**src/logic/kdc_cfg.svh**
```systemverilog
// Constants of the keypad and display controller: offsets, fields, timings.
// Assumes a 25 MHz clock and 32-bit APB data.
`ifndef KDC_CFG_SVH
`define KDC_CFG_SVH

`define KDC_CLK_KHZ 25000
`define KDC_VERSION_MS 2000
`define KDC_MSG_MS 1000
`define KDC_DEBOUNCE_MS 10
`define KDC_REPEAT_MS 50
`define KDC_FAST_STEP 8'h0a
`define KDC_TIMER_W 26

`define KDC_REG_CTRL 8'h00
`define KDC_REG_STATUS 8'h04
`define KDC_REG_INT_STAT 8'h08
`define KDC_REG_INT_MASK 8'h0c
`define KDC_REG_EDIT 8'h10

`define KDC_CTRL_LOCK 0
`define KDC_INT_W 4
`define KDC_INT_ALARM 0
`define KDC_INT_RETRY 1
`define KDC_INT_DONE 2
`define KDC_INT_REFUSED 3

`endif

```
**src/logic/kdc_pkg.sv**
```systemverilog
// Types shared by the keypad and display controller.
// Assumes nothing beyond the constants header.
package kdc_pkg;
	typedef enum logic [3:0] {
		value_message, version_message, idle_message, run_message,
		alarm_code_message, bus_low_message, done_message, reset_message,
		test_message, retry_message, param_label, bit_param_label,
		param_bit_label, program_step_label, bit_state_message
	} kdc_msg_t;
	typedef enum logic [1:0] {kind_decimal, kind_bit_param, kind_single_bit, kind_program_step}
		kdc_kind_t;
	typedef enum logic [1:0] {unit_speed, unit_accel, unit_position, unit_current} kdc_unit_t;
endpackage

```
**src/logic/kdc_top.sv**
```systemverilog
// Front-panel keypad scan, browse/edit control and status message selection.
// Assumes a parameter store answering combinationally to param_index, and APB.
//
// Overview of operation
// - Three keys only: mode, up and down; mode changes what up and down do.
// - Mode press toggles selection and value display; entry loads the value.
// - At power-up without alarm show idle or run at the speed status slot.
// - In selection mode up and down step the parameter index.
// - In value mode up and down increment or decrement the value.
// - Mode pressed while up or down held gives no toggle; fast change in value mode only.
// - After power-up show the version message for two seconds.
// - On alarm disable drive, jump to speed slot, show alarm code.
// - At speed slot show bus low when not low voltage, bus low, not ready.
// - Each command entered shows the done message for one second.
// - Each alarm clear command shows the reset message for one second.
// - While wiring test bit is set keep the test message shown.
// - Program store or parameter save write error shows the retry message.
// - Labels by kind; a single bit entry in value mode shows the bit state.
// - Values shown with fixed resolutions per unit via decimal point.
// - The speed slot label never appears; drive status shows instead.
// - With the lock bit set keypad modifications are refused.
//
// Our own choices: the address map and the APB interface to the registers.
`include "kdc_cfg.svh"

module kdc_top #(
	parameter int PARAM_COUNT = 128,
	parameter logic [7:0] SW_VERSION = 8'h01, // Arbitrary value
	parameter int VERSION_CYCLES = `KDC_VERSION_MS * `KDC_CLK_KHZ,
	parameter int MSG_CYCLES = `KDC_MSG_MS * `KDC_CLK_KHZ,
	parameter int DEBOUNCE_CYCLES = `KDC_DEBOUNCE_MS * `KDC_CLK_KHZ,
	parameter int REPEAT_CYCLES = `KDC_REPEAT_MS * `KDC_CLK_KHZ
) (
	// Clock and reset
	input wire logic clock,
	input wire logic sys_rst,
	// Keys
	input wire logic key_mode,
	input wire logic key_up,
	input wire logic key_down,
	// Drive status
	input wire logic drive_enabled,
	input wire logic alarm_active,
	input wire logic [7:0] alarm_code,
	input wire logic low_voltage_operation_bit,
	input wire logic dc_bus_low,
	input wire logic drive_ready_bit,
	input wire logic wiring_test_bit,
	input wire logic command_entered,
	input wire logic alarm_clear_cmd,
	input wire logic program_store_error,
	input wire logic parameter_save_error,
	output logic drive_disable,
	// Parameter store
	output logic [7:0] param_index,
	input wire logic signed [15:0] param_rd_data,
	input wire logic signed [15:0] param_min,
	input wire logic signed [15:0] param_max,
	input wire kdc_pkg::kdc_kind_t param_kind,
	input wire logic [3:0] param_bit_pos,
	input wire kdc_pkg::kdc_unit_t param_unit,
	output logic param_wr,
	output logic signed [15:0] param_wr_data,
	// Display
	output kdc_pkg::kdc_msg_t disp_msg,
	output logic [7:0] disp_num,
	output logic signed [15:0] disp_value,
	output logic [3:0] disp_bit,
	output logic [1:0] disp_point,
	// APB slave
	input wire logic psel,
	input wire logic penable,
	input wire logic pwrite,
	input wire logic [7:0] paddr,
	input wire logic [31:0] pwdata,
	output logic [31:0] prdata,
	output logic pready,
	output logic pslverr,
	// Interrupt
	output logic irq
);
	localparam int TW = `KDC_TIMER_W;

	logic [2:0] key_raw;
	logic [2:0] stable;
	logic [2:0] stable_q;
	logic [2:0] press;
	logic value_mode;
	logic fast_on;
	logic fast_dir;
	logic signed [15:0] edit_value;
	logic parameter_lock_bit;
	logic lock_refused;
	logic alarm_q;
	logic alarm_rise;
	logic [TW-1:0] version_cnt;
	logic [TW-1:0] done_cnt;
	logic [TW-1:0] reset_cnt;
	logic [TW-1:0] rep_cnt;
	logic rep_tick;
	logic retry_on;
	logic [`KDC_INT_W-1:0] int_stat;
	logic [`KDC_INT_W-1:0] int_mask;
	logic [`KDC_INT_W-1:0] events;
	logic apb_access;
	logic apb_wr;
	logic [31:0] rd_mux;
	kdc_pkg::kdc_msg_t next_msg;
	logic [7:0] next_num;
	logic signed [15:0] next_value;

	function automatic logic signed [15:0] step_val(input logic signed [15:0] v,
		input logic signed [15:0] mn, input logic signed [15:0] mx,
		input logic dn, input logic [7:0] amt);
		logic signed [16:0] s;
		s = dn ? ({v[15], v} - $signed({9'h000, amt})) : ({v[15], v} + $signed({9'h000, amt}));
		if (s > $signed({mx[15], mx}))
			step_val = mx;
		else if (s < $signed({mn[15], mn}))
			step_val = mn;
		else
			step_val = s[15:0];
	endfunction

	function automatic logic [1:0] unit_point(input kdc_pkg::kdc_unit_t u);
		unique case (u)
			kdc_pkg::unit_accel: unit_point = 2'h3;
			kdc_pkg::unit_current: unit_point = 2'h1;
			kdc_pkg::unit_speed, kdc_pkg::unit_position: unit_point = 2'h0;
		endcase
	endfunction

	function automatic logic addr_hit(input logic [7:0] a);
		addr_hit = a == `KDC_REG_CTRL || a == `KDC_REG_STATUS || a == `KDC_REG_INT_STAT ||
			a == `KDC_REG_INT_MASK || a == `KDC_REG_EDIT;
	endfunction

	// Key synchroniser and debounce, one per key
	assign key_raw = {key_down, key_up, key_mode};
	for (genvar g = 0; g < 3; g++)
	begin : deb
		logic s1;
		logic s2;
		logic st;
		logic [TW-1:0] cnt;
		always_ff @(posedge clock)
		begin
			if (sys_rst)
			begin
				s1 <= 1'b0;
				s2 <= 1'b0;
				st <= 1'b0;
				cnt <= '0;
			end
			else
			begin
				s1 <= key_raw[g];
				s2 <= s1;
				if (s2 == st)
					cnt <= '0;
				else if (cnt == TW'(DEBOUNCE_CYCLES - 1))
				begin
					st <= s2;
					cnt <= '0;
				end
				else
					cnt <= cnt + 1'b1;
			end
		end
		assign stable[g] = st;
	end

	always_ff @(posedge clock)
	begin
		if (sys_rst)
		begin
			stable_q <= '0;
			alarm_q <= 1'b0;
			drive_disable <= 1'b0;
		end
		else
		begin
			stable_q <= stable;
			alarm_q <= alarm_active;
			drive_disable <= alarm_active;
		end
	end
	assign press = stable & ~stable_q;
	assign alarm_rise = alarm_active & ~alarm_q;

	// Repeat rate while fast change is active
	always_ff @(posedge clock)
	begin
		if (sys_rst || !fast_on || rep_tick)
			rep_cnt <= '0;
		else
			rep_cnt <= rep_cnt + 1'b1;
	end
	assign rep_tick = fast_on && rep_cnt == TW'(REPEAT_CYCLES - 1);

	// Browse and edit control
	always_ff @(posedge clock)
	begin
		if (sys_rst)
		begin
			value_mode <= 1'b0;
			param_index <= 8'h00;
			edit_value <= 16'h0000;
			fast_on <= 1'b0;
			fast_dir <= 1'b0;
			param_wr <= 1'b0;
			param_wr_data <= 16'h0000;
			lock_refused <= 1'b0;
		end
		else
		begin
			param_wr <= 1'b0;
			lock_refused <= 1'b0;
			if (alarm_rise)
			begin
				value_mode <= 1'b0;
				param_index <= 8'h00;
				fast_on <= 1'b0;
			end
			else if (press[0])
			begin
				if (stable[1] || stable[2])
				begin
					fast_on <= value_mode;
					fast_dir <= stable[2];
				end
				else
				begin
					value_mode <= ~value_mode;
					if (!value_mode)
						edit_value <= param_rd_data;
				end
			end
			else if (fast_on)
			begin
				if (!(fast_dir ? stable[2] : stable[1]))
					fast_on <= 1'b0;
				else if (rep_tick)
				begin
					if (parameter_lock_bit)
						lock_refused <= 1'b1;
					else
					begin
						edit_value <= step_val(edit_value, param_min, param_max, fast_dir,
							`KDC_FAST_STEP);
						param_wr <= 1'b1;
						param_wr_data <= step_val(edit_value, param_min, param_max, fast_dir,
							`KDC_FAST_STEP);
					end
				end
			end
			else if (press[1] || press[2])
			begin
				if (!value_mode)
				begin
					if (press[1])
						param_index <= (param_index == 8'(PARAM_COUNT - 1)) ? 8'h00 :
							param_index + 8'h01;
					else
						param_index <= (param_index == 8'h00) ? 8'(PARAM_COUNT - 1) :
							param_index - 8'h01;
				end
				else if (parameter_lock_bit)
					lock_refused <= 1'b1;
				else
				begin
					edit_value <= step_val(edit_value, param_min, param_max, press[2],
						8'h01);
					param_wr <= 1'b1;
					param_wr_data <= step_val(edit_value, param_min, param_max, press[2], 8'h01);
				end
			end
		end
	end

	// Message timers
	always_ff @(posedge clock)
	begin
		if (sys_rst)
		begin
			version_cnt <= TW'(VERSION_CYCLES);
			done_cnt <= '0;
			reset_cnt <= '0;
			retry_on <= 1'b0;
		end
		else
		begin
			if (version_cnt != '0)
				version_cnt <= version_cnt - 1'b1;
			if (command_entered || alarm_clear_cmd)
				done_cnt <= TW'(MSG_CYCLES);
			else if (done_cnt != '0)
				done_cnt <= done_cnt - 1'b1;
			if (alarm_clear_cmd)
				reset_cnt <= TW'(MSG_CYCLES);
			else if (reset_cnt != '0)
				reset_cnt <= reset_cnt - 1'b1;
			if (program_store_error || parameter_save_error)
				retry_on <= 1'b1;
			else if (|press)
				retry_on <= 1'b0;
		end
	end

	// Display selection, highest priority first
	always_comb
	begin
		next_msg = kdc_pkg::value_message;
		next_num = param_index;
		next_value = edit_value;
		if (version_cnt != '0)
		begin
			next_msg = kdc_pkg::version_message;
			next_num = SW_VERSION;
		end
		else if (wiring_test_bit)
			next_msg = kdc_pkg::test_message;
		else if (retry_on)
			next_msg = kdc_pkg::retry_message;
		else if (reset_cnt != '0)
			next_msg = kdc_pkg::reset_message;
		else if (done_cnt != '0)
			next_msg = kdc_pkg::done_message;
		else if (param_index == 8'h00)
		begin
			if (alarm_active)
			begin
				next_msg = kdc_pkg::alarm_code_message;
				next_num = alarm_code;
			end
			else if (!low_voltage_operation_bit && dc_bus_low && !drive_ready_bit)
				next_msg = kdc_pkg::bus_low_message;
			else
				next_msg = drive_enabled ? kdc_pkg::run_message :
					kdc_pkg::idle_message;
		end
		else if (value_mode)
		begin
			if (param_kind == kdc_pkg::kind_single_bit)
			begin
				next_msg = kdc_pkg::bit_state_message;
				next_value = {15'h0000, edit_value[0]};
			end
		end
		else
		begin
			unique case (param_kind)
				kdc_pkg::kind_decimal: next_msg = kdc_pkg::param_label;
				kdc_pkg::kind_bit_param: next_msg = kdc_pkg::bit_param_label;
				kdc_pkg::kind_single_bit: next_msg = kdc_pkg::param_bit_label;
				kdc_pkg::kind_program_step: next_msg = kdc_pkg::program_step_label;
			endcase
		end
	end

	always_ff @(posedge clock)
	begin
		if (sys_rst)
		begin
			disp_msg <= kdc_pkg::version_message;
			disp_num <= 8'h00;
			disp_value <= 16'h0000;
			disp_bit <= 4'h0;
			disp_point <= 2'h0;
		end
		else
		begin
			disp_msg <= next_msg;
			disp_num <= next_num;
			disp_value <= next_value;
			disp_bit <= param_bit_pos;
			disp_point <= unit_point(param_unit);
		end
	end

	// APB slave: one wait state, writes land at the completing edge
	assign apb_access = psel && penable && !pready;
	assign apb_wr = psel && penable && pready && pwrite;
	always_comb
	begin
		rd_mux = 32'h0000_0000;
		unique case (paddr)
			`KDC_REG_CTRL: rd_mux[`KDC_CTRL_LOCK] = parameter_lock_bit;
			`KDC_REG_STATUS: rd_mux = {12'h000, disp_msg, fast_on, value_mode, 6'h00, param_index};
			`KDC_REG_INT_STAT: rd_mux[`KDC_INT_W-1:0] = int_stat;
			`KDC_REG_INT_MASK: rd_mux[`KDC_INT_W-1:0] = int_mask;
			`KDC_REG_EDIT: rd_mux = {{16{edit_value[15]}}, edit_value};
			default: rd_mux = 32'h0000_0000;
		endcase
	end

	always_ff @(posedge clock)
	begin
		if (sys_rst)
		begin
			pready <= 1'b0;
			prdata <= 32'h0000_0000;
			pslverr <= 1'b0;
		end
		else
		begin
			pready <= apb_access;
			if (apb_access)
			begin
				prdata <= pwrite ? 32'h0000_0000 : rd_mux;
				pslverr <= !addr_hit(paddr);
			end
		end
	end

	always_ff @(posedge clock)
	begin
		if (sys_rst)
		begin
			parameter_lock_bit <= 1'b0;
			int_mask <= '0;
		end
		else if (apb_wr && paddr == `KDC_REG_CTRL)
			parameter_lock_bit <= pwdata[`KDC_CTRL_LOCK];
		else if (apb_wr && paddr == `KDC_REG_INT_MASK)
			int_mask <= pwdata[`KDC_INT_W-1:0];
	end

	// Sticky events; a new event beats a write-one clear
	assign events = {lock_refused, command_entered, program_store_error || parameter_save_error,
		alarm_rise};
	always_ff @(posedge clock)
	begin
		if (sys_rst)
		begin
			int_stat <= '0;
			irq <= 1'b0;
		end
		else
		begin
			if (apb_wr && paddr == `KDC_REG_INT_STAT)
				int_stat <= (int_stat & ~pwdata[`KDC_INT_W-1:0]) | events;
			else
				int_stat <= int_stat | events;
			irq <= |(int_stat & int_mask);
		end
	end

	a_version_first: assert property (@(posedge clock) $fell(sys_rst) |-> disp_msg ==
		kdc_pkg::version_message) else $error("version message missing after reset");
	a_alarm_slot: assert property (@(posedge clock) disable iff (sys_rst)
		alarm_rise |=> param_index == 8'h00 && !value_mode) else $error("alarm did not jump");
	a_drive_off: assert property (@(posedge clock) disable iff (sys_rst)
		alarm_active |=> drive_disable) else $error("drive not disabled on alarm");
	a_test_shown: assert property (@(posedge clock) disable iff (sys_rst)
		wiring_test_bit && version_cnt == '0 |=> disp_msg == kdc_pkg::test_message)
		else $error("test message not shown");
	a_lock_blocks: assert property (@(posedge clock) disable iff (sys_rst)
		parameter_lock_bit |=> !param_wr) else $error("write while locked");
	a_select_step: assert property (@(posedge clock) disable iff (sys_rst)
		!value_mode && press[1] && !press[0] && !fast_on && !alarm_rise &&
		param_index < 8'(PARAM_COUNT - 1) |=> param_index == $past(param_index) + 8'h01)
		else $error("index did not step");
	a_value_clamp: assert property (@(posedge clock) disable iff (sys_rst)
		value_mode && press[1] && !press[0] && !fast_on && !alarm_rise &&
		edit_value == param_max |=> edit_value == $past(edit_value))
		else $error("value passed maximum");
	a_mode_toggle: assert property (@(posedge clock) disable iff (sys_rst)
		press[0] && !stable[1] && !stable[2] && !alarm_rise |=> value_mode != $past(value_mode))
		else $error("mode key did not toggle");
	a_fast_hold: assert property (@(posedge clock) disable iff (sys_rst)
		press[0] && (stable[1] || stable[2]) && !alarm_rise |=> value_mode == $past(value_mode))
		else $error("mode toggled during fast change");
	a_done_shown: assert property (@(posedge clock) disable iff (sys_rst)
		command_entered |=> done_cnt == TW'(MSG_CYCLES) ##1 done_cnt != '0)
		else $error("done timer not started");
	a_slot_label: assert property (@(posedge clock) disable iff (sys_rst)
		param_index == 8'h00 |=> disp_msg != kdc_pkg::param_label)
		else $error("speed slot label shown");
	a_irq_level: assert property (@(posedge clock) disable iff (sys_rst)
		|(int_stat & int_mask) |=> irq) else $error("interrupt not raised");
endmodule

```
**config.mk**
```make
export PLATFORM = sky130hd
export DESIGN_NAME = kdc_top
export DESIGN_NICKNAME = d
export VERILOG_FILES = /design/src/logic/kdc_pkg.sv /design/src/logic/kdc_top.sv
export VERILOG_INCLUDE_DIRS = /design/src /design/src/logic
export SDC_FILE = /design/constraint.sdc
export NUM_CORES = 1
export LEC_CHECK = 0
export ABC_AREA = 1
export BUFFER_PORTS_ARGS = -buffer_cell sky130_fd_sc_hd__buf_4
export CORE_MARGIN = 2
export CORE_UTILIZATION = 51
export CTS_CLUSTER_SIZE = 25
export DETAILED_ROUTE_END_ITERATION = 16
export PLACE_DENSITY = 0.74
export SLEW_MARGIN = 30
export SYNTH_ARGS = -nofsm -noshare
export SYNTH_HDL_FRONTEND = slang
export SYNTH_SLANG_ARGS = --single-unit
export TNS_END_PERCENT = 1
```
**constraint.sdc**
```tcl
create_clock -name clock -period 8.61 [get_ports clock]
set_clock_uncertainty 0.05 [all_clocks]
set_input_delay 0.861 -clock clock [delete_from_list [all_inputs] [get_ports clock]]
set_output_delay 0.861 -clock clock [all_outputs]
set_load 0.1 [all_outputs]
```
==> results_dict.tcl, run 1 <==
set metrics [dict create \
    status "finished clean" \
    setup.worst_path.class "reg -> reg" \
    multi_input_area_sq_um 10500 \
    ctsHtreeMaxLevel 2 \
    numCtsBuffers 37 \
    core_area_sq_um 35700 \
    synth-simple-area-share_pct 35.9 \
    synth_xor_xnor_area_share_pct 2.41 \
    tightest_slew_ns 0.893 \
    clkSinkCount 308 \
    crit_slowest_cell "dfxtp_1" \
    worstHoldPathCells 2 \
    vias 19191 \
    die_area_sq_um 37900 \
    synth_compound_area_share_pct 11.9 \
    dp_hpwl_um 42200 \
    reg2reg_to "edit_value[9]$_SDFFE_PP0P_" \
    drc_errors 0 \
    power_frac_comb_pct 9.1 \
    min_period_ns 5.77 \
    rows 69 \
    ys_ff_latch 308 \
    cts_tree "yes" \
    chipWidth_um 195 \
    post_cts_resize_count 0 \
    start_util_pct 52.0 \
    cp-startpoint "deb[2].st$_SDFFE_PP0P_" \
    cpMostUsedCell "nand2_1" \
    drv_cap 0 \
    path_clk_slew_ns 0.06 \
    critical_path_peak_fanout 24 \
    drive_gt1_share_pct 10.3 \
    drv_slew 0 \
    setup_viol 0 \
    synth_ff_type "dfxtp_1" \
    avgSynthCellArea_sq_um 6.52 \
    cp_data_required_time_ns 9.06 \
    wl_um 55300 \
    pin_count 217 \
    max_slew_margin_pct 40.4 \
    switchingPower_w 0.000855 \
    final_hold_viol_count 0 \
    grt_setup_unrepaired "no" \
    ys_seq_area_share_pct 33.3 \
    sw_frac_of_total_pct 25.2 \
    track_usage_pct 29.0 \
    max_freq_mhz 173 \
    worstSetupStartpointType "flip-flop" \
    pwr-share-seq_pct 43.5 \
    final_antenna_net_count 0 \
    drt_iter0_drc 1408 \
    reg2reg_depth 28 \
    endpoint_kind "flip-flop" \
    portBuffers 188 \
    power.leakage_nw 9.84 \
    antenna_found_initial 0 \
    max_stage_delay_ns 0.78 \
    reg2reg_setup_slack_ns 2.84 \
    synthAdderAreaFrac_pct 6.25 \
    cts.path.max_buffers 3 \
    min_path_type "reg -> reg" \
    worstPathArrival_ns 6.22 \
    synth_top_family_by_area "simple AND/OR/NAND/NOR gates" \
    period_share_pct 67.1 \
    syn_nets 3057 \
    synth_area_sq_um 18500 \
    muxShareOfSynthArea_pct 0 \
    synth_edf_count 0 \
    synth_warnings 0 \
    fin_setup_tns_ns 0 \
    clockRootBuffer "clkbuf_16" \
    die_y_um 195 \
    endpoint "edit_value[9]$_SDFFE_PP0P_" \
    viasPerCell 5.48 \
    insertedDiodeCount 0 \
    grt_max_degree 64 \
    synthDistinctLibCells 58 \
    netlist_instances 2843 \
    cts_hold_buf 0 \
    clk_latency_ns 0.57 \
    area.growth.synth_to_final_pct 16.1 \
    grt_pass1_vias 18057 \
    async_reset_ff_share_pct 0 \
    clkPwrFrac_pct 47.5 \
    dp_cells 3435 \
    p_total_w 0.00340 \
    r2r-start "deb[2].st$_SDFFE_PP0P_" \
    wl_per_cell_um 15.8 \
    p_int_w 0.00255 \
    peakVddDrop_v 0.000155 \
    grt-ovfl-total 0 \
    drtPass1Iterations 6 \
    gp_congestion 0.981 \
    grt_pass1_wl_um 89400 \
    nFillCells 3401 \
    final_cell_count_no_fill 3502 \
    p_per_area_nw_per_um2 158 \
    seq_area_sq_um 6170 \
    final_nets 3227 \
    postCtsSetupRepairBufs 0 \
]
[logic make-up after synthesis]
group,Yosys count
AND/OR/NAND/NOR,1502
buffers and inverters,491
AO/OA/AOI/OAI,399
flip-flops,308
adder cells (fa/ha/maj),92
XOR/XNOR,51
[stage by stage]
step           setup WS [ns]  hold WS, ns  instance area, sq um  util (%)
2_1_floorplan           4.84        0.338                 18500         -
3_3_place_gp            3.14        0.343                 20300      56.8
5_1_grt                 2.42        0.372                 21500      60.4
6_report                2.84        0.353                 21500      60.4
3_5_place_dp            3.12        0.345                 20300      56.8
4_1_cts                 3.05        0.354                 21500      60.4
[cell type report]
type | instances | area share, %
flip-flops and latches | 308 | 28.6
repair buffers | 193 | 6.73
clock inverters | 10 | 0.854
well taps | 461 | 2.68
multi-input cells | 2044 | 48.6
clock buffers | 57 | 4.98
inverters | 429 | 7.48
[per-layer routing]
layer  global-route usage (%)  part of all wire, %  vias up
met1                     36.8                   43     8788
met2                     49.5                   47      668
met4                     11.7                  3.6        0
li1                         -                    -     9621
met5                        0                    0        -
met3                     3.92                  6.5      114
[placed cells by master, fill, tap and decap left out, types with 19 or more instances in the layout]
cell / netlist / final
inv_1: 421 / 419
nor2_1: 381 / 380
nor4_1: 25 / 25
xnor2_1: 19 / 19
dfxtp_1: 308 / 308
a31oi_1: 19 / 19
buf_4: 12 / 193
nor2_2: 18 / 19
nor3_1: 75 / 75
nand4_1: 63 / 63
nand3_1: 262 / 262
ha_1: 91 / 91
clkbuf_16: 0 / 38
a21oi_1: 195 / 195
nand2_1: 605 / 605
xor2_1: 32 / 32
o21ai_0: 120 / 120
[cells in the mapped netlist, drive strengths merged (2+ instances only)]
library cell / instances / share of area [%]
o211ai: 3 / 0.12
nand3b: 4 / 0.16
a211oi: 9 / 0.36
clkbuf: 31 / 0.63
o21a: 11 / 0.45
nand2: 608 / 12
clkinv: 5 / 0.10
a31oi: 19 / 0.64
o31ai: 2 / 0.081
dfxtp: 308 / 33
ha: 91 / 6.1
buf: 31 / 1.0
nand3: 268 / 7.5
o22ai: 11 / 0.37
nor3: 84 / 2.5
nor4: 27 / 1.0
a32oi: 2 / 0.094
a21o: 5 / 0.20
a221oi: 5 / 0.27
o21bai: 4 / 0.18
xor2: 32 / 1.5
nor2: 402 / 8.5
inv: 424 / 8.6
nand4: 64 / 2.2
and2: 8 / 0.27
a41oi: 8 / 0.38
o21ai: 120 / 3.2
a21oi: 195 / 5.3
nor3b: 17 / 0.72
or2: 16 / 0.54
xnor2: 19 / 0.90
[sequential cells by signal, indices dropped and copies added (netlist names), 4 cells and up]
| signal | cells |
|---|---|
| deb.cnt | 78 |
| done_cnt | 26 |
| rep_cnt | 26 |
| reset_cnt | 26 |
| version_cnt | 26 |
| prdata | 21 |
| disp_value | 16 |
| edit_value | 16 |
| param_wr_data | 16 |
| disp_num | 8 |
| param_index | 8 |
| disp_bit | 4 |
| disp_msg | 4 |
| int_mask | 4 |
| int_stat | 4 |
[how the worst min path moves through the flow]
stage	end	slack, ns	start
floorplan	deb[0].s2$_SDFF_PP0_	0.34	deb[0].s1$_SDFF_PP0_
global placement	deb[1].s2$_SDFF_PP0_	0.34	deb[1].s1$_SDFF_PP0_
detailed placement	deb[0].s2$_SDFF_PP0_	0.34	deb[0].s1$_SDFF_PP0_
CTS	deb[0].s2$_SDFF_PP0_	0.35	deb[0].s1$_SDFF_PP0_
global route	deb[1].s2$_SDFF_PP0_	0.37	deb[1].s1$_SDFF_PP0_
finish	deb[0].s2$_SDFF_PP0_	0.35	deb[0].s1$_SDFF_PP0_
[worst max-delay path: cells and delay by family, from the launching register on]
| kind | cells | cell delay (ns) |
|---|---|---|
| and+or+nand+nor | 21 | 3.87 |
| DFF | 1 | 0.78 |
| adders and majority gates | 2 | 0.47 |
| AOI/OAI and AO/OA | 2 | 0.37 |
| buffers and inverters | 3 | 0.14 |
[power by group through the flow]
stage               registers, W  clock network (W)  logic (W)
finish                   0.00148            0.00161   0.000309
global route             0.00148            0.00170   0.000349
CTS                      0.00148            0.00165   0.000306
detailed placement       0.00151                  0   0.000304
global placement         0.00151                  0   0.000297
floorplan                0.00152                  0   0.000192
Power figures use the tool's default switching activity.
==> run 2, diff against run 1 <==
- ABC_AREA: 1 -> 0
- PLACE_DENSITY: 0.74 -> 0.75
- clock period: 8.61 -> 5.72 ns (I/O delays scaled with it)
==> run 2 against run 1 <==
  * Die area fell by 9.7%
  * First-iteration DRC count fell by 15%
  * Largest cell class unchanged
  * Largest power group is now sequential cells
  * Synthesized cell count fell by 28%
  * Setup slack got worse by 2.5 ns
  * Sequential cell count did not move
  * Synthesized area fell by 9.9%
==> results_dict.tcl, run 2 <==
set metrics [dict create \
    drive_gt1_share_pct 14.3 \
    max_freq_mhz 185 \
    reg2reg_depth 19 \
    start_util_pct 51.6 \
    portBuffers 188 \
    final_antenna_net_count 0 \
    async_reset_ff_share_pct 0 \
    track_usage_pct 27.6 \
    power.leakage_nw 7.85 \
    core_area_sq_um 32400 \
    status "finished clean" \
    area.growth.synth_to_final_pct 17.7 \
    grt_setup_unrepaired "yes" \
    wl_per_cell_um 18.0 \
    cts.path.max_buffers 3 \
    drv_cap 0 \
    wl_um 48200 \
    grt_pass1_vias 14585 \
    dpl_worst_slack_ns 0.219 \
    grt_pass1_wl_um 75900 \
    viasPerCell 5.85 \
    synth_ff_type "dfxtp_1" \
    grt_max_degree 42 \
    synth_edf_count 0 \
    max_slew_margin_pct 41.5 \
    largest_register "deb.cnt" \
    p_total_w 0.00476 \
    ys_seq_area_share_pct 36.9 \
    sw_frac_of_total_pct 24.5 \
    tightest_slew_ns 0.878 \
    drt_iter0_drc 1199 \
    synth_area_sq_um 16700 \
    endpoint_kind "flip-flop" \
    synth_top_area_share_pct 36.9 \
    vias 15630 \
    gp_congestion 0.977 \
    r2r-start "deb[2].st$_SDFFE_PP0P_" \
    power_frac_comb_pct 9.1 \
    ctsHtreeMaxLevel 1 \
    final_nets 2421 \
    min_path_type "in -> reg" \
    reg2reg_setup_slack_ns 0.33 \
    netlist_instances 2043 \
    ys_ff_latch 308 \
    cts_tree "yes" \
    setup_viol 0 \
    min_period_ns 5.39 \
    dp_hpwl_um 35900 \
    final_hold_viol_count 0 \
    fin_setup_tns_ns 0 \
    drv_slew 0 \
    synth_area_leaders "dfxtp_1, ha_1, nor2_1" \
    synth_warnings 0 \
    pwr-share-seq_pct 46.9 \
    syn_nets 2257 \
    reg2reg_to "edit_value[10]$_SDFFE_PP0P_" \
    worstPathArrival_ns 5.76 \
    largest_register_ffs 78 \
    antenna_found_initial 0 \
    peakVddDrop_v 0.000247 \
    critical_path_peak_fanout 27 \
    worstHoldPathCells 2 \
    yosys.cell_count.top_type "dfxtp_1" \
    final_common_cell "dfxtp_1" \
    synth_commonest_cells "dfxtp_1, nor2_1, nand2_1" \
    setup_ws_ns 0.327 \
    die_area_sq_um 34200 \
    postCtsSetupRepairBufs 0 \
    grt-ovfl-total 0 \
    p_int_w 0.00359 \
    period_share_pct 94.3 \
    chipWidth_um 185 \
    drtPass1Iterations 7 \
    clockRootBuffer "clkbuf_16" \
    p_per_area_nw_per_um2 242 \
    met1_usage_pct 36.4 \
    switchingPower_w 0.00117 \
    worstSetupStartpointType "flip-flop" \
    synthDistinctLibCells 82 \
    clkSinkCount 308 \
    final_cell_mix "dfxtp_1, nor2_1, buf_4" \
    drc_errors 0 \
    avgSynthCellArea_sq_um 8.18 \
    path_clk_slew_ns 0.07 \
    min_to "disp_point[1]$_SDFF_PP0_" \
    yosys.area.top_type "dfxtp_1" \
    busiest_layer "met2" \
    die_y_um 185 \
    clk_latency_ns 0.58 \
    setup.worst_path.class "reg -> reg" \
    insertedDiodeCount 0 \
    rows 66 \
    hp-start "param_unit[1]" \
    numCtsBuffers 31 \
    use_met2_pct 45.8 \
    pin_count 217 \
    clkPwrFrac_pct 44.0 \
    grt_util_met3_pct 4.82 \
    cp_data_required_time_ns 6.09 \
]
==> run 2: changes by cell type after synthesis, moves of 68 or more <==
cell	change
nand2_1	-450
inv_1	-354
xnor2_1	+72
nand3_1	-190
nor2_1	-93
a21oi_1	-68
==> run 2: logic make-up (layout without fill, tap and decap cells) <==
kind of cell	Yosys count	in the layout	share of synthesized area, %
AO/OA/AOI/OAI	386	386	14.4
AND/OR/NAND/NOR	870	870	25.7
multiplexers	47	47	2.85
buffers and inverters	171	358	4.27
adder cells (fa/ha/maj)	92	92	6.94
flip-flops	308	308	36.9
XOR/XNOR	169	169	8.86
==> run 2: metal layers <==
metal | up-vias | wire, um
li1 | 7552 | -
met1 | 7392 | 20700
met2 | 578 | 22300
met3 | 108 | 3720
met4 | 0 | 1520
met5 | - | 0
==> run 2: how the worst max path moves through the flow <==
stage / startpoint / to / slack [ns] / depth (start not counted)
3_5_place_dp: fast_dir$_SDFFE_PP0P_ / edit_value[5]$_SDFFE_PP0P_ / 0.22 / 19
4_1_cts: fast_dir$_SDFFE_PP0P_ / edit_value[5]$_SDFFE_PP0P_ / 0.18 / 19
3_3_place_gp: fast_dir$_SDFFE_PP0P_ / edit_value[7]$_SDFFE_PP0P_ / 0.33 / 18
5_1_grt: deb[2].st$_SDFFE_PP0P_ / edit_value[10]$_SDFFE_PP0P_ / -0.05 / 19
2_1_floorplan: fast_dir$_SDFFE_PP0P_ / edit_value[10]$_SDFFE_PP0P_ / 0.71 / 17
6_report: deb[2].st$_SDFFE_PP0P_ / edit_value[10]$_SDFFE_PP0P_ / 0.33 / 19
==> run 2: timing repair <==
item	in CTS	in global routing
hold buffers	0	0
gates resized for setup	0	7
endpoints found under the setup margin	0	31
hold endpoints to repair	0	0
==> run 2: per-stage QoR <==
| step | util [%] | instance area (sq um) | cells | hold WS [ns] |
|---|---|---|---|---|
| 3_5_place_dp | 57.4 | 18600 | 2616 | 0.373 |
| 3_3_place_gp | 57.4 | 18600 | 2616 | 0.369 |
| 4_1_cts | 60.6 | 19600 | 2672 | 0.0631 |
| 6_report | 60.7 | 19700 | 2672 | 0.0865 |
| 2_1_floorplan | - | 16700 | 2043 | 0.363 |
| 5_1_grt | 60.7 | 19700 | 2672 | 0.0706 |
==> run 2: power groups by stage <==
| stage | Clock (W) | Combinational [W] | Sequential [W] |
|---|---|---|---|
| detailed placement | 0 | 0.000423 | 0.00227 |
| finish | 0.00209 | 0.000434 | 0.00223 |
| global placement | 0 | 0.000415 | 0.00227 |
| floorplan | 0 | 0.000251 | 0.00229 |
| global route | 0.00221 | 0.000476 | 0.00223 |
| CTS | 0.00213 | 0.000427 | 0.00223 |
==> run 2: layout make-up <==
class,instances,area [sq um]
Clock buffer,46,902
Sequential cell,308,6170
Tap cell,442,553
Clock inverter,10,150
Inverter,68,255
Multi-Input combinational cell,1564,9870
Fill cell,2877,12700
Timing Repair Buffer,234,1760
==> run 2: critical path: stages, from the launching register on <==
cell and delay, ns:
dfxtp_1 0.43, nor2b_1 0.24, xnor2_1 0.16, ha_1 0.26, and4_1 0.26, nor4b_1 0.46, nand4_1 0.21, nand2b_1 0.13
xor2_1 0.43, ha_1 0.22, nand4_1 0.25, nor4_1 0.42, nor2_1 0.12, a32o_1 0.26, nor3_2 0.11, buf_4 0.31
nand2_1 0.23, a311oi_1 0.35, buf_4 0.20, o221ai_1 0.13
==> run 3, diff against run 2 <==
==> constraint.sdc (replaced) <==
create_clock -name clock -period 5.72 [get_ports clock]
set_clock_uncertainty 0.05 [all_clocks]
set_input_delay 1.43 -clock clock [delete_from_list [all_inputs] [get_ports clock]]
set_output_delay 1.43 -clock clock [all_outputs]
set_load 0.1 [all_outputs]
==> run 3 against run 2 <==
  * Critical endpoint is now edit_value[4]$_SDFFE_PP0P_
  * Via count fell by 0.74%
  * Clock-buffer cell count fell by 2
  * First-iteration DRC count fell by 4.9%
  * Wire length fell by 1.5%
  * Cell count rose by 0.19%
  * Critical path depth rose by 1
  * Die area did not move
  * Sequential cell count did not move
  * Fmax rose by 0.75%
  * Clock power rose by 6%
  * Global-route usage fell by 0.39 points
==> results_dict.tcl, run 3 (synthesized netlist as in run 2, its figures left out) <==
set metrics [dict create \
    gp_congestion 0.969 \
    cts.path.max_buffers 3 \
    core_area_sq_um 32400 \
    grt_pass1_wl_um 74300 \
    die_area_sq_um 34200 \
    grt_max_degree 65 \
    clockRootBuffer "clkbuf_16" \
    cts_tree "yes" \
    area.growth.synth_to_final_pct 18.2 \
    cts_hold_buf 0 \
    drt_iter0_drc 1140 \
    rows 66 \
    critical_path_peak_fanout 11 \
    worstPathArrival_ns 5.72 \
    final_nets 2425 \
    track_usage_pct 27.3 \
    setup_viol 0 \
    drive_gt1_share_pct 14.7 \
    multi_input_area_sq_um 9870 \
    grt_pass1_vias 14444 \
    grt-ovfl-total 0 \
    clkSinkCount 308 \
    min_path_type "reg -> reg" \
    period_share_pct 93.6 \
    antenna_found_initial 0 \
    final_antenna_net_count 0 \
    drv_cap 0 \
    r2r-start "fast_dir$_SDFFE_PP0P_" \
    peakVddDrop_v 0.000242 \
    cp_data_required_time_ns 6.09 \
    final_common_cell "dfxtp_1" \
    largest_register "deb.cnt" \
    chipWidth_um 185 \
    viasPerCell 5.80 \
    wl_um 47500 \
    die_y_um 185 \
    endpoint_kind "flip-flop" \
    ctsHtreeMaxLevel 2 \
    drc_errors 0 \
    setup.worst_path.class "reg -> reg" \
    status "finished clean" \
    wl_per_cell_um 17.7 \
    max_freq_mhz 187 \
    max_slew_margin_pct 40.9 \
    insertedDiodeCount 0 \
    min_period_ns 5.35 \
    postCtsSetupRepairBufs 0 \
    p_per_area_nw_per_um2 247 \
    fin_setup_tns_ns 0 \
    start_util_pct 51.6 \
    nFillCells 2931 \
    path_clk_slew_ns 0.06 \
    vias 15514 \
    portBuffers 188 \
    clk_latency_ns 0.52 \
    cp-startpoint "fast_dir$_SDFFE_PP0P_" \
    worstSetupStartpointType "flip-flop" \
    numCtsBuffers 34 \
    hp-start "deb[2].s1$_SDFF_PP0_" \
    final_hold_viol_count 0 \
    power.leakage_nw 7.91 \
    holdWs_ns 0.386 \
    largest_register_ffs 78 \
    drv_slew 0 \
    drtPass1Iterations 6 \
    pin_count 217 \
    dp_hpwl_um 35500 \
    final_cell_mix "dfxtp_1, nor2_1, buf_4" \
    seq_area_sq_um 6170 \
    tightest_slew_ns 0.880 \
]
## run 3: stage by stage
step           total power [W]  utilization [%]  worst slack (ns)  area, sq um  std cells
6_report               0.00488             61.0             0.367        19700       2677
5_1_grt                0.00505             61.0          -0.00588        19700       2677
4_1_cts                0.00490             60.9             0.154        19700       2677
3_5_place_dp           0.00270             57.4             0.192        18600       2617
3_3_place_gp           0.00269             57.4             0.319        18600       2617
2_1_floorplan          0.00254                -             0.709        16700       2043
## run 3: where the power goes
| part | switching [W] | total [W] | internal [W] |
|---|---|---|---|
| sequential | 0.0000394 | 0.00223 | 0.00219 |
| combinational | 0.000258 | 0.000434 | 0.000176 |
| clock | 0.000896 | 0.00222 | 0.00132 |
## run 3: final cells by class
cell class / instances / area share, %
timing repair buffer: 235 / 8.94
clock buffer: 44 / 4.81
tap: 442 / 2.80
multi-input combinational: 1564 / 50.0
sequential: 308 / 31.2
clock inverter: 16 / 0.938
inverter: 68 / 1.29
## run 3: timing repair
item,in CTS,in global routing
resized for setup,0,7
endpoints found under the setup margin,0,30
endpoints found under the hold margin,0,0
## run 3: path summary, 6_finish.rpt
check	to	slack [ns]	depth (start not counted)
max	edit_value[4]$_SDFFE_PP0P_	0.37	20
min	deb[2].s2$_SDFF_PP0_	0.39	1
max reg2reg	edit_value[4]$_SDFFE_PP0P_	0.37	20
min reg2reg	deb[2].s2$_SDFF_PP0_	0.39	1
## run 3: worst max-delay path, stage by stage (launching register included)
cell,delay (ns)
dfxtp_1,0.43
inv_1,0.16
ha_1,0.37
nor2b_1,0.17
o31a_1,0.29
o41ai_1,0.38
buf_4,0.20
o21ba_2,0.13
xnor2_1,0.14
ha_1,0.32
nand4_1,0.22
a2111oi_0,0.45
buf_4,0.20
o22ai_1,0.10
a21oi_1,0.13
a41o_1,0.47
buf_4,0.29
mux2_2,0.36
nor3_1,0.13
o41ai_1,0.10
buf_4,0.14
## run 3: layer usage
| metal | routed length, um | vias to the layer above | GRT usage [%] |
|---|---|---|---|
| met2 | 21600 | 593 | 44.2 |
| met4 | 1760 | 0 | 11.5 |
| li1 | - | 7576 | - |
| met3 | 3500 | 105 | 4.07 |
| met1 | 20600 | 7240 | 36.2 |
| met5 | 0 | - | 0 |
